## src/hw/spi_pkg.sv

```systemverilog
// Purpose: shared constants and types of the serial port control block
// Assumes: registers sit on one aligned 32-bit word each, byte address is index times four
// Notes: printed offsets are register indices
package spi_pkg;
  localparam int ADDR_W = 12;
  localparam logic [7:0] CTRL_IDX = 8'hC3;
  localparam logic [7:0] STAT_IDX = 8'hC4;
  localparam logic [7:0] DATA_IDX = 8'hC5;
  localparam logic [ADDR_W-1:0] CTRL_ADDR = {2'b00, CTRL_IDX, 2'b00};
  localparam logic [ADDR_W-1:0] STAT_ADDR = {2'b00, STAT_IDX, 2'b00};
  localparam logic [ADDR_W-1:0] DATA_ADDR = {2'b00, DATA_IDX, 2'b00};
  localparam logic [7:0] CTRL_RESET = 8'h14;
  localparam logic [7:0] DATA_RESET = 8'h00;
  localparam int STAT_DONE_BIT = 7;
  localparam int STAT_COLL_BIT = 6;
  localparam int STAT_EARLY_BIT = 5;
  localparam int STAT_FAULT_BIT = 4;
  localparam logic [1:0] RESP_OKAY = 2'h0;
  localparam logic [1:0] RESP_SLVERR = 2'h2;
  localparam logic [3:0] LAST_EDGE = 4'hF;
  localparam logic [2:0] RATE_SLOWEST = 3'h6;

  // bit order matches the control byte, msb first
  typedef struct packed {
    logic rateSelHi;
    logic portEnable;
    logic selectPinIgnore;
    logic controllerRole;
    logic clockIdleLevel;
    logic clockSamplePhase;
    logic rateSelMid;
    logic rateSelLo;
  } ctrl_t;

  typedef struct packed {
    logic transferDone;
    logic writeCollision;
    logic selectEarlyRelease;
    logic modeFault;
  } flags_t;

  typedef enum logic {ShIdle = 1'b0, ShRun = 1'b1} shift_state_t;
endpackage

```

## src/hw/spi_rate_gen.sv

```systemverilog
// Purpose: half-period tick for the serial clock in controller role
// Assumes: run is low outside a byte
// Notes: code 7 is invalid and runs at the slowest rate
`timescale 1ns/1ps
`default_nettype none
module spi_rate_gen #(
  parameter int CNT_W = 7
) (
  input wire logic ref_clk,
  input wire logic arst_n,
  input wire logic run,
  input wire logic [2:0] rateCode,
  output logic tick
);
  if (CNT_W < 6) begin
    $error("rate counter too narrow");
  end

  logic [CNT_W-1:0] cnt_q, cnt_d, limit;
  logic tick_q, tick_d;
  logic [2:0] code;

  always_comb begin
    code = (rateCode > spi_pkg::RATE_SLOWEST) ? spi_pkg::RATE_SLOWEST : rateCode;
    // half period is 2^code cycles, full period 2^(code+1)
    limit = CNT_W'((1 << code) - 1);
    tick_d = run && (cnt_q == limit);
    cnt_d = (!run || cnt_q == limit) ? '0 : CNT_W'(cnt_q + 1'b1);
  end

  always_ff @(posedge ref_clk or negedge arst_n) begin
    if (!arst_n) begin
      cnt_q <= '0;
      tick_q <= 1'b0;
    end else begin
      cnt_q <= cnt_d;
      tick_q <= tick_d;
    end
  end

  assign tick = tick_q;
endmodule
`default_nettype wire

```

## src/hw/spi_byte_shifter.sv

```systemverilog
// Purpose: eight-bit exchange engine for both roles
// Assumes: serIn and sckSync are already synchronised
// Notes: sixteen clock edges make one byte
`timescale 1ns/1ps
`default_nettype none
module spi_byte_shifter (
  input wire logic ref_clk,
  input wire logic arst_n,
  input wire logic enable,
  input wire logic controller,
  input wire logic clock_idle_level,
  input wire logic clock_sample_phase,
  input wire logic start,
  input wire logic load,
  input wire logic [7:0] txByte,
  input wire logic tick,
  input wire logic sckSync,
  input wire logic serIn,
  input wire logic selActive,
  output logic sckOut,
  output logic outBit,
  output logic busy,
  output logic done,
  output logic early,
  output logic [7:0] rxByte
);
  spi_pkg::shift_state_t state_q, state_d;
  logic [3:0] cnt_q, cnt_d;
  logic [7:0] sr_q, sr_d, rx_q, rx_d;
  logic sck_q, sck_d, out_q, out_d, prev_q, prev_d, done_q, done_d, early_q, early_d;
  logic edgeEv, sampleEdge;

  always_comb begin
    state_d = state_q;
    cnt_d = cnt_q;
    sr_d = sr_q;
    rx_d = rx_q;
    sck_d = sck_q;
    out_d = out_q;
    prev_d = sckSync;
    done_d = 1'b0;
    early_d = 1'b0;
    edgeEv = controller ? (state_q == spi_pkg::ShRun && tick) : ((sckSync != prev_q) && selActive);
    // even edge leaves idle; phase picks which edge samples
    sampleEdge = ~(cnt_q[0] ^ clock_sample_phase);
    if (!enable) begin
      state_d = spi_pkg::ShIdle;
      cnt_d = '0;
      sck_d = clock_idle_level;
    end else begin
      if (state_q == spi_pkg::ShIdle && cnt_q == '0) begin
        sck_d = clock_idle_level;
        if (load) begin
          sr_d = txByte;
          out_d = txByte[7];
        end
        if (start && controller) state_d = spi_pkg::ShRun;
      end
      if (edgeEv) begin
        if (controller) sck_d = ~sck_q;
        if (sampleEdge) sr_d = {sr_q[6:0], serIn};
        else out_d = sr_q[7];
        cnt_d = cnt_q + 4'h1;
        if (cnt_q == spi_pkg::LAST_EDGE) begin
          done_d = 1'b1;
          state_d = spi_pkg::ShIdle;
          rx_d = sampleEdge ? {sr_q[6:0], serIn} : sr_q;
        end
      end
      // select released mid-byte: drop the byte
      if (!controller && !selActive && cnt_q != '0) begin
        cnt_d = '0;
        early_d = 1'b1;
      end
    end
  end

  always_ff @(posedge ref_clk or negedge arst_n) begin
    if (!arst_n) begin
      state_q <= spi_pkg::ShIdle;
      cnt_q <= '0;
      sr_q <= spi_pkg::DATA_RESET;
      rx_q <= spi_pkg::DATA_RESET;
      sck_q <= 1'b0;
      out_q <= 1'b0;
      prev_q <= 1'b0;
      done_q <= 1'b0;
      early_q <= 1'b0;
    end else begin
      state_q <= state_d;
      cnt_q <= cnt_d;
      sr_q <= sr_d;
      rx_q <= rx_d;
      sck_q <= sck_d;
      out_q <= out_d;
      prev_q <= prev_d;
      done_q <= done_d;
      early_q <= early_d;
    end
  end

  assign sckOut = sck_q;
  assign outBit = out_q;
  assign busy = (state_q == spi_pkg::ShRun) || (cnt_q != '0);
  assign done = done_q;
  assign early = early_q;
  assign rxByte = rx_q;
endmodule
`default_nettype wire

```

## src/hw/spi_control_and_interrupts.sv

```systemverilog
// Purpose: control, status and request logic of a byte-wide serial port on AXI4-Lite
// Assumes: ref_clk at 200 MHz, pins are asynchronous to it
// Notes: two interrupt request levels toward the cpu
// Notes on behaviour
// - done flag sets when a byte finishes
// - done flag drives transmitter request
// - select level against role sets fault
// - fault raises error request unless ignoring select
// - ignoring select suppresses fault request
// - bit 6 enables the port
// - bit 5 ignores select pin in controller role and in target role with phase 1
// - target with phase 0 always uses select
// - bit 4 picks controller or target
// - bit 3 sets clock idle level
// - bit 2 picks sampling edge
// - rate bits divide clock by 2 to 128
// - control resets to 0x14
// - status shows done, collision, fault
// - controller fault clears enable and role
// - status read then control write clears fault
// - data write while busy sets collision only
// - early select release flag, cleared by disable
//
// Added by the designer: the AXI4-Lite slave port.
`timescale 1ns/1ps
`default_nettype none
module spi_control_and_interrupts (
  input wire logic ref_clk,
  input wire logic arst_n,
  input wire logic [spi_pkg::ADDR_W-1:0] awaddr,
  input wire logic awvalid,
  output logic awready,
  input wire logic [31:0] wdata,
  input wire logic [3:0] wstrb,
  input wire logic wvalid,
  output logic wready,
  output logic [1:0] bresp,
  output logic bvalid,
  input wire logic bready,
  input wire logic [spi_pkg::ADDR_W-1:0] araddr,
  input wire logic arvalid,
  output logic arready,
  output logic [31:0] rdata,
  output logic [1:0] rresp,
  output logic rvalid,
  input wire logic rready,
  input wire logic sckIn,
  output logic sckOut,
  output logic sckOe,
  input wire logic mosiIn,
  output logic mosiOut,
  output logic mosiOe,
  input wire logic misoIn,
  output logic misoOut,
  output logic misoOe,
  input wire logic selectIn_n,
  output logic txIrq,
  output logic rxErrIrq
);
  spi_pkg::ctrl_t ctrl_q, ctrl_d;
  spi_pkg::flags_t flags_q, flags_d;
  logic doneArm_q, doneArm_d, collArm_q, collArm_d, faultArm_q, faultArm_d;
  logic awHave_q, awHave_d, wHave_q, wHave_d;
  logic [spi_pkg::ADDR_W-1:0] awAddr_q, awAddr_d;
  logic [7:0] wByte_q, wByte_d;
  logic wLane_q, wLane_d;
  logic awready_q, awready_d, wready_q, wready_d, bvalid_q, bvalid_d, arready_q, arready_d;
  logic rvalid_q, rvalid_d;
  logic [1:0] bresp_q, bresp_d, rresp_q, rresp_d;
  logic [31:0] rdata_q, rdata_d;
  logic sckOe_q, sckOe_d, mosiOe_q, mosiOe_d, misoOe_q, misoOe_d, txIrq_q, txIrq_d, rxErrIrq_q, rxErrIrq_d;
  // pin synchronisers: sck, mosi, miso, select
  logic [3:0] sync1_q, sync2_q;
  logic sckSync, mosiSync, misoSync, selSync_n;
  logic doWrite, doRead, wrCtrl, wrData, rdStat, rdData, dataAccess;
  logic ignoreEff, selActive, faultSet, loadByte, startByte;
  logic shSck, shOut, shBusy, shDone, shEarly, rateTick;
  logic [7:0] shRx;

  function automatic logic mapped(input logic [spi_pkg::ADDR_W-1:0] a);
    mapped = (a == spi_pkg::CTRL_ADDR) || (a == spi_pkg::STAT_ADDR) || (a == spi_pkg::DATA_ADDR);
  endfunction

  always_ff @(posedge ref_clk or negedge arst_n) begin
    if (!arst_n) begin
      // both stages start at idle pin levels, so no false edge or select follows reset
      sync1_q <= 4'h1;
      sync2_q <= 4'h1;
    end else begin
      sync1_q <= {sckIn, mosiIn, misoIn, selectIn_n};
      sync2_q <= sync1_q;
    end
  end

  assign {sckSync, mosiSync, misoSync, selSync_n} = sync2_q;

  // select use: ignore bit counts except target with phase 0
  always_comb begin
    ignoreEff = ctrl_q.selectPinIgnore && (ctrl_q.controllerRole || ctrl_q.clockSamplePhase);
    selActive = ctrl_q.controllerRole || ignoreEff || !selSync_n;
    // controller sees select pulled low by someone else
    faultSet = ctrl_q.portEnable && ctrl_q.controllerRole && !ignoreEff && !selSync_n;
  end

  // bus side: address and data may arrive in either order
  always_comb begin
    awHave_d = awHave_q;
    wHave_d = wHave_q;
    awAddr_d = awAddr_q;
    wByte_d = wByte_q;
    wLane_d = wLane_q;
    bvalid_d = bvalid_q;
    bresp_d = bresp_q;
    rvalid_d = rvalid_q;
    rresp_d = rresp_q;
    rdata_d = rdata_q;
    if (awvalid && awready_q) begin
      awHave_d = 1'b1;
      awAddr_d = awaddr;
    end
    if (wvalid && wready_q) begin
      wHave_d = 1'b1;
      wByte_d = wdata[7:0];
      wLane_d = wstrb[0];
    end
    doWrite = awHave_q && wHave_q && !bvalid_q;
    if (doWrite) begin
      awHave_d = 1'b0;
      wHave_d = 1'b0;
      bvalid_d = 1'b1;
      bresp_d = mapped(awAddr_q) ? spi_pkg::RESP_OKAY : spi_pkg::RESP_SLVERR;
    end else if (bvalid_q && bready) begin
      bvalid_d = 1'b0;
    end
    doRead = arvalid && arready_q;
    if (doRead) begin
      rvalid_d = 1'b1;
      rresp_d = mapped(araddr) ? spi_pkg::RESP_OKAY : spi_pkg::RESP_SLVERR;
      unique case (araddr)
        spi_pkg::CTRL_ADDR: rdata_d = {24'h00_0000, ctrl_q};
        spi_pkg::STAT_ADDR: rdata_d = {24'h00_0000, flags_q, 4'h0};
        spi_pkg::DATA_ADDR: rdata_d = {24'h00_0000, shRx};
        default: rdata_d = 32'h0000_0000;
      endcase
    end else if (rvalid_q && rready) begin
      rvalid_d = 1'b0;
    end
    awready_d = !awHave_d;
    wready_d = !wHave_d;
    arready_d = !rvalid_d;
    wrCtrl = doWrite && wLane_q && (awAddr_q == spi_pkg::CTRL_ADDR);
    wrData = doWrite && wLane_q && (awAddr_q == spi_pkg::DATA_ADDR);
    rdStat = doRead && (araddr == spi_pkg::STAT_ADDR);
    rdData = doRead && (araddr == spi_pkg::DATA_ADDR);
  end

  // registers, flags and clearing sequences; a hardware set wins over a clear
  always_comb begin
    ctrl_d = ctrl_q;
    flags_d = flags_q;
    doneArm_d = doneArm_q;
    collArm_d = collArm_q;
    faultArm_d = faultArm_q;
    dataAccess = rdData || wrData;
    loadByte = wrData && !shBusy;
    startByte = loadByte && ctrl_q.portEnable && ctrl_q.controllerRole;
    if (rdStat) begin
      doneArm_d = flags_q.transferDone;
      collArm_d = flags_q.writeCollision;
      faultArm_d = flags_q.modeFault;
    end
    if (dataAccess && doneArm_q) begin
      flags_d.transferDone = 1'b0;
      doneArm_d = 1'b0;
    end
    if (dataAccess && collArm_q) begin
      flags_d.writeCollision = 1'b0;
      collArm_d = 1'b0;
    end
    if (wrCtrl) begin
      ctrl_d = spi_pkg::ctrl_t'(wByte_q);
      if (faultArm_q) begin
        flags_d.modeFault = 1'b0;
        faultArm_d = 1'b0;
      end
    end
    if (!ctrl_q.portEnable) flags_d.selectEarlyRelease = 1'b0;
    if (shDone) flags_d.transferDone = 1'b1;
    // collision leaves the running byte alone
    if (wrData && shBusy) flags_d.writeCollision = 1'b1;
    if (shEarly) flags_d.selectEarlyRelease = 1'b1;
    if (faultSet) begin
      flags_d.modeFault = 1'b1;
      ctrl_d.portEnable = 1'b0;
      ctrl_d.controllerRole = 1'b0;
    end
  end

  // pin enables and cpu requests
  always_comb begin
    sckOe_d = ctrl_q.portEnable && ctrl_q.controllerRole;
    mosiOe_d = ctrl_q.portEnable && ctrl_q.controllerRole;
    misoOe_d = ctrl_q.portEnable && !ctrl_q.controllerRole && (ignoreEff || !selSync_n);
    txIrq_d = flags_q.transferDone;
    rxErrIrq_d = flags_q.modeFault && !ctrl_q.selectPinIgnore;
  end

  always_ff @(posedge ref_clk or negedge arst_n) begin
    if (!arst_n) begin
      ctrl_q <= spi_pkg::ctrl_t'(spi_pkg::CTRL_RESET);
      flags_q <= '0;
      doneArm_q <= 1'b0;
      collArm_q <= 1'b0;
      faultArm_q <= 1'b0;
      awHave_q <= 1'b0;
      wHave_q <= 1'b0;
      awAddr_q <= '0;
      wByte_q <= '0;
      wLane_q <= 1'b0;
      awready_q <= 1'b0;
      wready_q <= 1'b0;
      bvalid_q <= 1'b0;
      bresp_q <= spi_pkg::RESP_OKAY;
      arready_q <= 1'b0;
      rvalid_q <= 1'b0;
      rresp_q <= spi_pkg::RESP_OKAY;
      rdata_q <= 32'h0000_0000;
      sckOe_q <= 1'b0;
      mosiOe_q <= 1'b0;
      misoOe_q <= 1'b0;
      txIrq_q <= 1'b0;
      rxErrIrq_q <= 1'b0;
    end else begin
      ctrl_q <= ctrl_d;
      flags_q <= flags_d;
      doneArm_q <= doneArm_d;
      collArm_q <= collArm_d;
      faultArm_q <= faultArm_d;
      awHave_q <= awHave_d;
      wHave_q <= wHave_d;
      awAddr_q <= awAddr_d;
      wByte_q <= wByte_d;
      wLane_q <= wLane_d;
      awready_q <= awready_d;
      wready_q <= wready_d;
      bvalid_q <= bvalid_d;
      bresp_q <= bresp_d;
      arready_q <= arready_d;
      rvalid_q <= rvalid_d;
      rresp_q <= rresp_d;
      rdata_q <= rdata_d;
      sckOe_q <= sckOe_d;
      mosiOe_q <= mosiOe_d;
      misoOe_q <= misoOe_d;
      txIrq_q <= txIrq_d;
      rxErrIrq_q <= rxErrIrq_d;
    end
  end

  spi_rate_gen #(
    .CNT_W(7)
  ) u_rate (
    .ref_clk(ref_clk),
    .arst_n(arst_n),
    .run(shBusy && ctrl_q.controllerRole),
    .rateCode({ctrl_q.rateSelHi, ctrl_q.rateSelMid, ctrl_q.rateSelLo}),
    .tick(rateTick)
  );

  spi_byte_shifter u_shift (
    .ref_clk(ref_clk),
    .arst_n(arst_n),
    .enable(ctrl_q.portEnable),
    .controller(ctrl_q.controllerRole),
    .clock_idle_level(ctrl_q.clockIdleLevel),
    .clock_sample_phase(ctrl_q.clockSamplePhase),
    .start(startByte),
    .load(loadByte),
    .txByte(wByte_q),
    .tick(rateTick),
    .sckSync(sckSync),
    .serIn(ctrl_q.controllerRole ? misoSync : mosiSync),
    .selActive(selActive),
    .sckOut(shSck),
    .outBit(shOut),
    .busy(shBusy),
    .done(shDone),
    .early(shEarly),
    .rxByte(shRx)
  );

  assign awready = awready_q;
  assign wready = wready_q;
  assign bvalid = bvalid_q;
  assign bresp = bresp_q;
  assign arready = arready_q;
  assign rvalid = rvalid_q;
  assign rresp = rresp_q;
  assign rdata = rdata_q;
  assign sckOut = shSck;
  assign sckOe = sckOe_q;
  assign mosiOut = shOut;
  assign mosiOe = mosiOe_q;
  assign misoOut = shOut;
  assign misoOe = misoOe_q;
  assign txIrq = txIrq_q;
  assign rxErrIrq = rxErrIrq_q;
endmodule
`default_nettype wire

```

## config.mk

```make
export PLATFORM = sky130hd
export DESIGN_NAME = spi_control_and_interrupts
export DESIGN_NICKNAME = d
export VERILOG_FILES = /design/src/hw/spi_pkg.sv /design/src/hw/spi_rate_gen.sv /design/src/hw/spi_byte_shifter.sv /design/src/hw/spi_control_and_interrupts.sv
export SDC_FILE = /design/constraint.sdc
export NUM_CORES = 1
export LEC_CHECK = 0
export ABC_CLOCK_PERIOD_IN_PS = 5710
export BUFFER_PORTS_ARGS = -buffer_cell sky130_fd_sc_hd__buf_2
export CAP_MARGIN = 5
export CELL_PAD_IN_SITES_DETAIL_PLACEMENT = 1
export CELL_PAD_IN_SITES_GLOBAL_PLACEMENT = 1
export CORE_MARGIN = 2
export CORE_UTILIZATION = 44
export CTS_CLUSTER_DIAMETER = 200
export DETAILED_ROUTE_END_ITERATION = 8
export PLACE_DENSITY = 0.87
export SYNTH_ARGS = -nofsm -noshare
export SYNTH_HDL_FRONTEND = slang
export SYNTH_SLANG_ARGS = --single-unit
```

## constraint.sdc

```tcl
create_clock -name ref_clk -period 5.71 [get_ports ref_clk]
set_input_delay 1.142 -clock ref_clk [delete_from_list [all_inputs] [get_ports ref_clk]]
set_output_delay 1.142 -clock ref_clk [all_outputs]
set_load 0.005 [all_outputs]
```

==> results.py, run 1 <==
metrics = {
    "routing": {
        "wl_per_cell_um": 17.2,
        "routed_wl_mm": 10.8,
        "drt_iter0_drc": 132,
        "drc_errors": 0,
        "dr.pass1.iters": 4,
        "vias": 3376,
        "final_antenna_net_count": 0,
        "via_per_inst": 5.37,
    },
    "timing": {
        "rsz0062_at_grt": "false",
        "min_period_over_period_pct": 47.8,
        "fin_setup_tns_ns": 0,
        "skew_ns": 0.0144,
        "min_period_ns": 2.73,
        "final_hold_viol_count": 0,
        "slew_headroom_pct": 37.0,
        "max_freq_mhz": 366,
        "slew_violations": 0,
        "setup_viol": 0,
        "setup_ws_ns": 2.98,
        "worstMarginPinSlew_ns": 0.941,
    },
    "synth": {
        "avgSynthCellArea_um2": 10.8,
        "synthCells": 426,
        "yosysSeqAreaShare_pct": 54.0,
        "synthArstFlopShare_pct": 100,
        "synth_area_um2": 4590,
        "synth_edf_count": 0,
        "yosysWarningCount": 0,
        "synth_top_area_share_pct": 51.7,
        "ys_ff_latch": 99,
        "yosys.area.top_type": "dfrtp_1",
        "synth.most_common_cell": "dfrtp_1",
        "yosys-top-cells-count": "dfrtp_1, nand2_1, nor2_1",
        "netlist_top_cells_area": "dfrtp_1, mux2_2, buf_4",
        "ys.flop_type": "dfrtp_1",
        "synthDistinctLibCells": 54,
    },
    "cts": {
        "cts_resized": 0,
        "post_cts_buffers": 0,
        "insertion_delay_ns": 0.38,
        "path_clk_slew_ns": 0.10,
        "htree_levels": 3,
        "clk_path_buf_depth": 2,
        "cts_buffers": 9,
        "cts_tree": "done",
        "clock-sinks": 99,
        "ctsHoldBuffers": 0,
        "ctsRootBufferMaster": "clkbuf_8",
    },
    "run": {
        "cap_violations": 0,
    },
    "floorplan": {
        "dieHeight_um": 106,
        "start_util_pct": 44.9,
        "core_region_area_um2": 10200,
        "fp-row-count": 37,
        "dieWidth_um": 106,
        "io_pins": 120,
        "dieArea_um2": 11300,
    },
    "finish": {
        "utilization_pct": 50.4,
        "area_growth_pct": 12.3,
        "num-nets-final": 562,
        "n_antenna_cell": 0,
        "stdcell_count": 629,
        "drive_above_1_share_pct": 25.4,
    },
    "worst_hold_path": {
        "min_to": "sync2_q[2]",
        "min_from": "sync1_q[2]",
        "hold-path-cell-count": 0,
        "hp-class": "reg -> reg",
    },
    "global_route": {
        "antenna_found_initial": 0,
        "grt_first_pass_wirelength_mm": 18.3,
        "gr-usage-all-layers_pct": 21.0,
        "first_global_vias": 3637,
        "grt_max_degree": 62,
        "grt.overflow.total": 0,
    },
    "worst_setup_path": {
        "critPathSlowestCell": "nor2_1",
        "worstPathCellList": "inv_1 -> a221o_1 -> nor2_1 -> nor3b_1 -> a221o_1",
        "rr_worst_depth": 5,
        "reg2reg_slack_ns": 2.98,
        "cp_max_fo": 15,
        "crit_path_end_kind": "flip-flop",
        "arrival_ns": 3.00,
        "critPathKind": "reg -> reg",
        "reg2reg_from": "ctrl_q[4]",
        "cp-start-kind": "flip-flop",
        "critPathMaxStageDelay_ns": 0.81,
        "r2r_end": "u_shift.sr_q[5]",
        "cpMostUsedCell": "a221o_1",
        "required_ns": 5.98,
    },
    "place": {
        "post-place-cells": 613,
        "dp_slack_ns": 2.87,
        "hpwl_mm": 7.73,
        "gp_congestion": 0.759,
        "io_buffers": 66,
    },
    "power": {
        "ir_drop_v": 0.000142,
        "power_mw": 1.64,
        "leakagePower_nw": 2.35,
        "powerDensity_nw_per_um2": 318,
    },
    "status": {
        "outcome": "completed",
    },
}
flip-flops by register name, summed over array words and instances, names as in the netlist, 3 cells and up:
| name | cells |
|---|---|
| awAddr_q | 12 |
| ctrl_q | 8 |
| flags_q | 3 |
| rdata | 8 |
| sync1_q | 4 |
| sync2_q | 4 |
| u_rate.cnt_q | 7 |
| u_shift.cnt_q | 4 |
| u_shift.rxByte | 8 |
| u_shift.sr_q | 8 |
| wByte_q | 8 |
kinds of logic (layout without fill, tap and decap cells):
group                      Yosys count  in the layout  share of synthesized area, %
xor gates and xnor gates            12             12                          2.45
buffers and inverters               56             98                          7.00
DFF                                 99             99                          54.0
other                                1             26                        0.0816
AOI/OAI and AO/OA                   71             71                          10.2
and+or+nand+nor                    148            148                          16.9
adders and majority gates            3              3                         0.817
muxes                               36             36                          8.55
placed cells by master, fill, tap and decap left out, types with 11 or more instances in the layout:
master   instances
nand2_1         46
nor3_1          11
buf_2           65
mux2_2          26
dfrtp_1         95
conb_1          26
o21ai_0         20
inv_1           15
a31oi_1         12
nor2_1          36
cell type report:
type / instances / area, um2
clock inverter: 5 / 82.6
tap: 136 / 170
multi-input combinational: 296 / 1880
clock buffer: 11 / 141
inverter: 15 / 56.3
timing repair buffer: 67 / 340
fill: 1156 / 5070
sequential: 99 / 2480
critical path: cells and delay by family, from the launching register on:
kind / cells / cell delay (ns)
buffers and inverters: 1 / 0.13
DFF: 1 / 0.68
AOI/OAI and AO/OA: 2 / 0.86
and+or+nand+nor: 2 / 0.96
through the flow:
step / hold slack [ns] / cell area [um2]
2_1_floorplan: 0.331 / 4690
3_3_place_gp: 0.333 / 4930
3_5_place_dp: 0.337 / 4930
4_1_cts: 0.360 / 5160
5_1_grt: 0.368 / 5160
6_report: 0.357 / 5160
routing by layer:
| layer | share of wire (%) | wire [um] | track usage, % |
|---|---|---|---|
| met5 | 0 | 0 | 0 |
| met4 | 2.6 | 280 | 10.4 |
| met3 | 4.6 | 494 | 4.05 |
| met2 | 51 | 5490 | 34.5 |
| met1 | 42 | 4580 | 26.5 |
where the power goes:
part           switching (mW)  internal [mW]
registers              0.0762          0.806
logic                   0.124          0.121
clock network           0.253          0.262
total                   0.453           1.19
how the worst max path moves through the flow:
stage / start / end / slack, ns / cells past startpoint
CTS: ctrl_q[4] / u_shift.sr_q[0] / 3.00 / 5
finish: ctrl_q[4] / u_shift.sr_q[5] / 2.98 / 5
global route: ctrl_q[4] / u_shift.sr_q[0] / 2.80 / 5
floorplan: araddr[1] / faultArm_q / 3.16 / 5
detailed placement: araddr[1] / rdata[2] / 2.87 / 6
global placement: araddr[1] / collArm_q / 2.90 / 6
Power figures use the tool's default switching activity.
==> inputs of run 2 (changes only) <==
ABC_CLOCK_PERIOD_IN_PS = 2400   (was 5710)
CORE_UTILIZATION = 37   (was 44)
PLACE_DENSITY = 0.78   (was 0.87)
clock period = 2.4 ns   (was 5.71 ns; I/O delays follow)
==> results.py, run 2 (same netlist as run 1, synthesis figures left out) <==
metrics = {
    "status": {
        "outcome": "completed",
    },
    "routing": {
        "drt_iter0_drc": 206,
        "via_per_inst": 5.04,
        "wl_per_cell_um": 16.5,
        "final_antenna_net_count": 0,
        "dr.pass1.iters": 4,
        "routed_wl_mm": 11.1,
        "vias": 3399,
        "drc_errors": 0,
    },
    "finish": {
        "n_antenna_cell": 0,
        "final_cell_mix": "dfrtp_1, buf_2, nand2_1",
        "area_growth_pct": 16.8,
        "num-nets-final": 575,
        "layout_commonest_cell": "dfrtp_1",
        "drive_above_1_share_pct": 27.3,
        "utilization_pct": 44.5,
        "largest_register_ffs": 12,
        "largest_register": "awAddr_q",
    },
    "timing": {
        "min_period_over_period_pct": 90.2,
        "slew_headroom_pct": 60.3,
        "final_hold_viol_count": 0,
        "rsz0062_at_grt": "false",
        "worstMarginPinSlew_ns": 0.595,
        "fin_setup_tns_ns": 0,
        "setup_viol": 0,
        "whs_ns": 0.102,
        "slew_violations": 0,
        "min_period_ns": 2.16,
        "skew_ns": 0.00762,
        "max_freq_mhz": 462,
    },
    "run": {
        "cap_violations": 0,
    },
    "floorplan": {
        "fp-row-count": 40,
        "dieArea_um2": 13300,
        "core_region_area_um2": 12100,
        "dieHeight_um": 115,
        "start_util_pct": 38.1,
        "dieWidth_um": 115,
        "io_pins": 120,
    },
    "worst_setup_path": {
        "required_ns": 2.63,
        "critPathKind": "reg -> reg",
        "reg2reg_slack_ns": 0.24,
        "reg2reg_from": "awAddr_q[11]",
        "crit_path_end_kind": "flip-flop",
        "setup.worst_path.start": "awAddr_q[11]",
        "rr_worst_depth": 6,
        "arrival_ns": 2.39,
        "cp_max_fo": 9,
        "cp-start-kind": "flip-flop",
        "r2r_end": "u_shift.sr_q[0]",
    },
    "cts": {
        "cts_tree": "done",
        "cts_buffers": 9,
        "post_cts_buffers": 0,
        "path_clk_slew_ns": 0.07,
        "insertion_delay_ns": 0.35,
        "clock-sinks": 99,
        "htree_levels": 3,
        "ctsHoldBuffers": 0,
        "ctsRootBufferMaster": "clkbuf_16",
        "cts_resized": 0,
        "clk_path_buf_depth": 2,
    },
    "place": {
        "gp_congestion": 0.795,
        "io_buffers": 66,
        "hpwl_mm": 8.23,
    },
    "global_route": {
        "gr-usage-all-layers_pct": 18.2,
        "grt.overflow.total": 0,
        "first_global_vias": 3708,
        "grt_max_degree": 44,
        "antenna_found_initial": 0,
        "grt_first_pass_wirelength_mm": 18.7,
    },
    "power": {
        "powerDensity_nw_per_um2": 759,
        "leakagePower_nw": 2.44,
        "ir_drop_v": 0.000308,
    },
    "worst_hold_path": {
        "hp-class": "in -> async",
    },
}
-- run 2: cell count changes in the layout (fill, tap and decap cells not counted) --
| cell | change |
|---|---|
| clkbuf_8 | -8 |
| bufinv_16 | -2 |
| clkbuf_16 | +9 |
| inv_6 | -2 |
| buf_12 | +1 |
| buf_4 | +12 |
| clkinvlp_4 | +2 |
| clkinv_2 | +1 |
-- run 2: cell type report --
| type | count | area [um2] |
|---|---|---|
| sequential | 99 | 2480 |
| clock inverter | 4 | 25.0 |
| multi-input combinational | 296 | 1880 |
| clock buffer | 12 | 256 |
| tap | 168 | 210 |
| inverter | 15 | 56.3 |
| fill | 1368 | 6700 |
| timing repair buffer | 80 | 450 |
-- run 2: worst max path at each step --
stage / end
2_1_floorplan: u_shift.sr_q[5]
3_3_place_gp: u_shift.rxByte[0]
3_5_place_dp: u_shift.sr_q[0]
4_1_cts: u_shift.sr_q[0]
5_1_grt: u_shift.sr_q[0]
6_report: u_shift.sr_q[0]
-- run 2: stage by stage --
stage / instances / area [um2] / setup WS (ns) / total power [mW]
final: 674 / 5370 / 0.236 / 4.07
after global routing: 674 / 5370 / 0.113 / 4.29
after CTS: 674 / 5370 / 0.230 / 4.12
after detailed placement: 658 / 5080 / 0.261 / 2.73
after global placement: 658 / 5080 / 0.327 / 2.68
after floorplan: 451 / 4690 / 0.394 / 2.49
-- run 2: critical path, stage by stage, from the launching register on --
cell and delay [ns]:
dfrtp_1 0.38, nor4_1 0.40, nand3_1 0.29, nor4_4 0.36, buf_4 0.22, nor2_2 0.04
a221o_1 0.33
-- run 2: report_power, final --
group	leakage [nW]	switching, mW	internal [mW]	total (mW)
registers	1.25	0.192	1.92	2.11
logic	1.05	0.293	0.292	0.585
clock network	0.135	0.620	0.756	1.38
total	2.44	1.10	2.97	4.07
-- run 2: layer usage --
layer	GRT usage, %	wire length [um]
met2	31.6	5640
met3	3.45	508
met5	0	0
met1	22.3	4740
met4	7.55	244
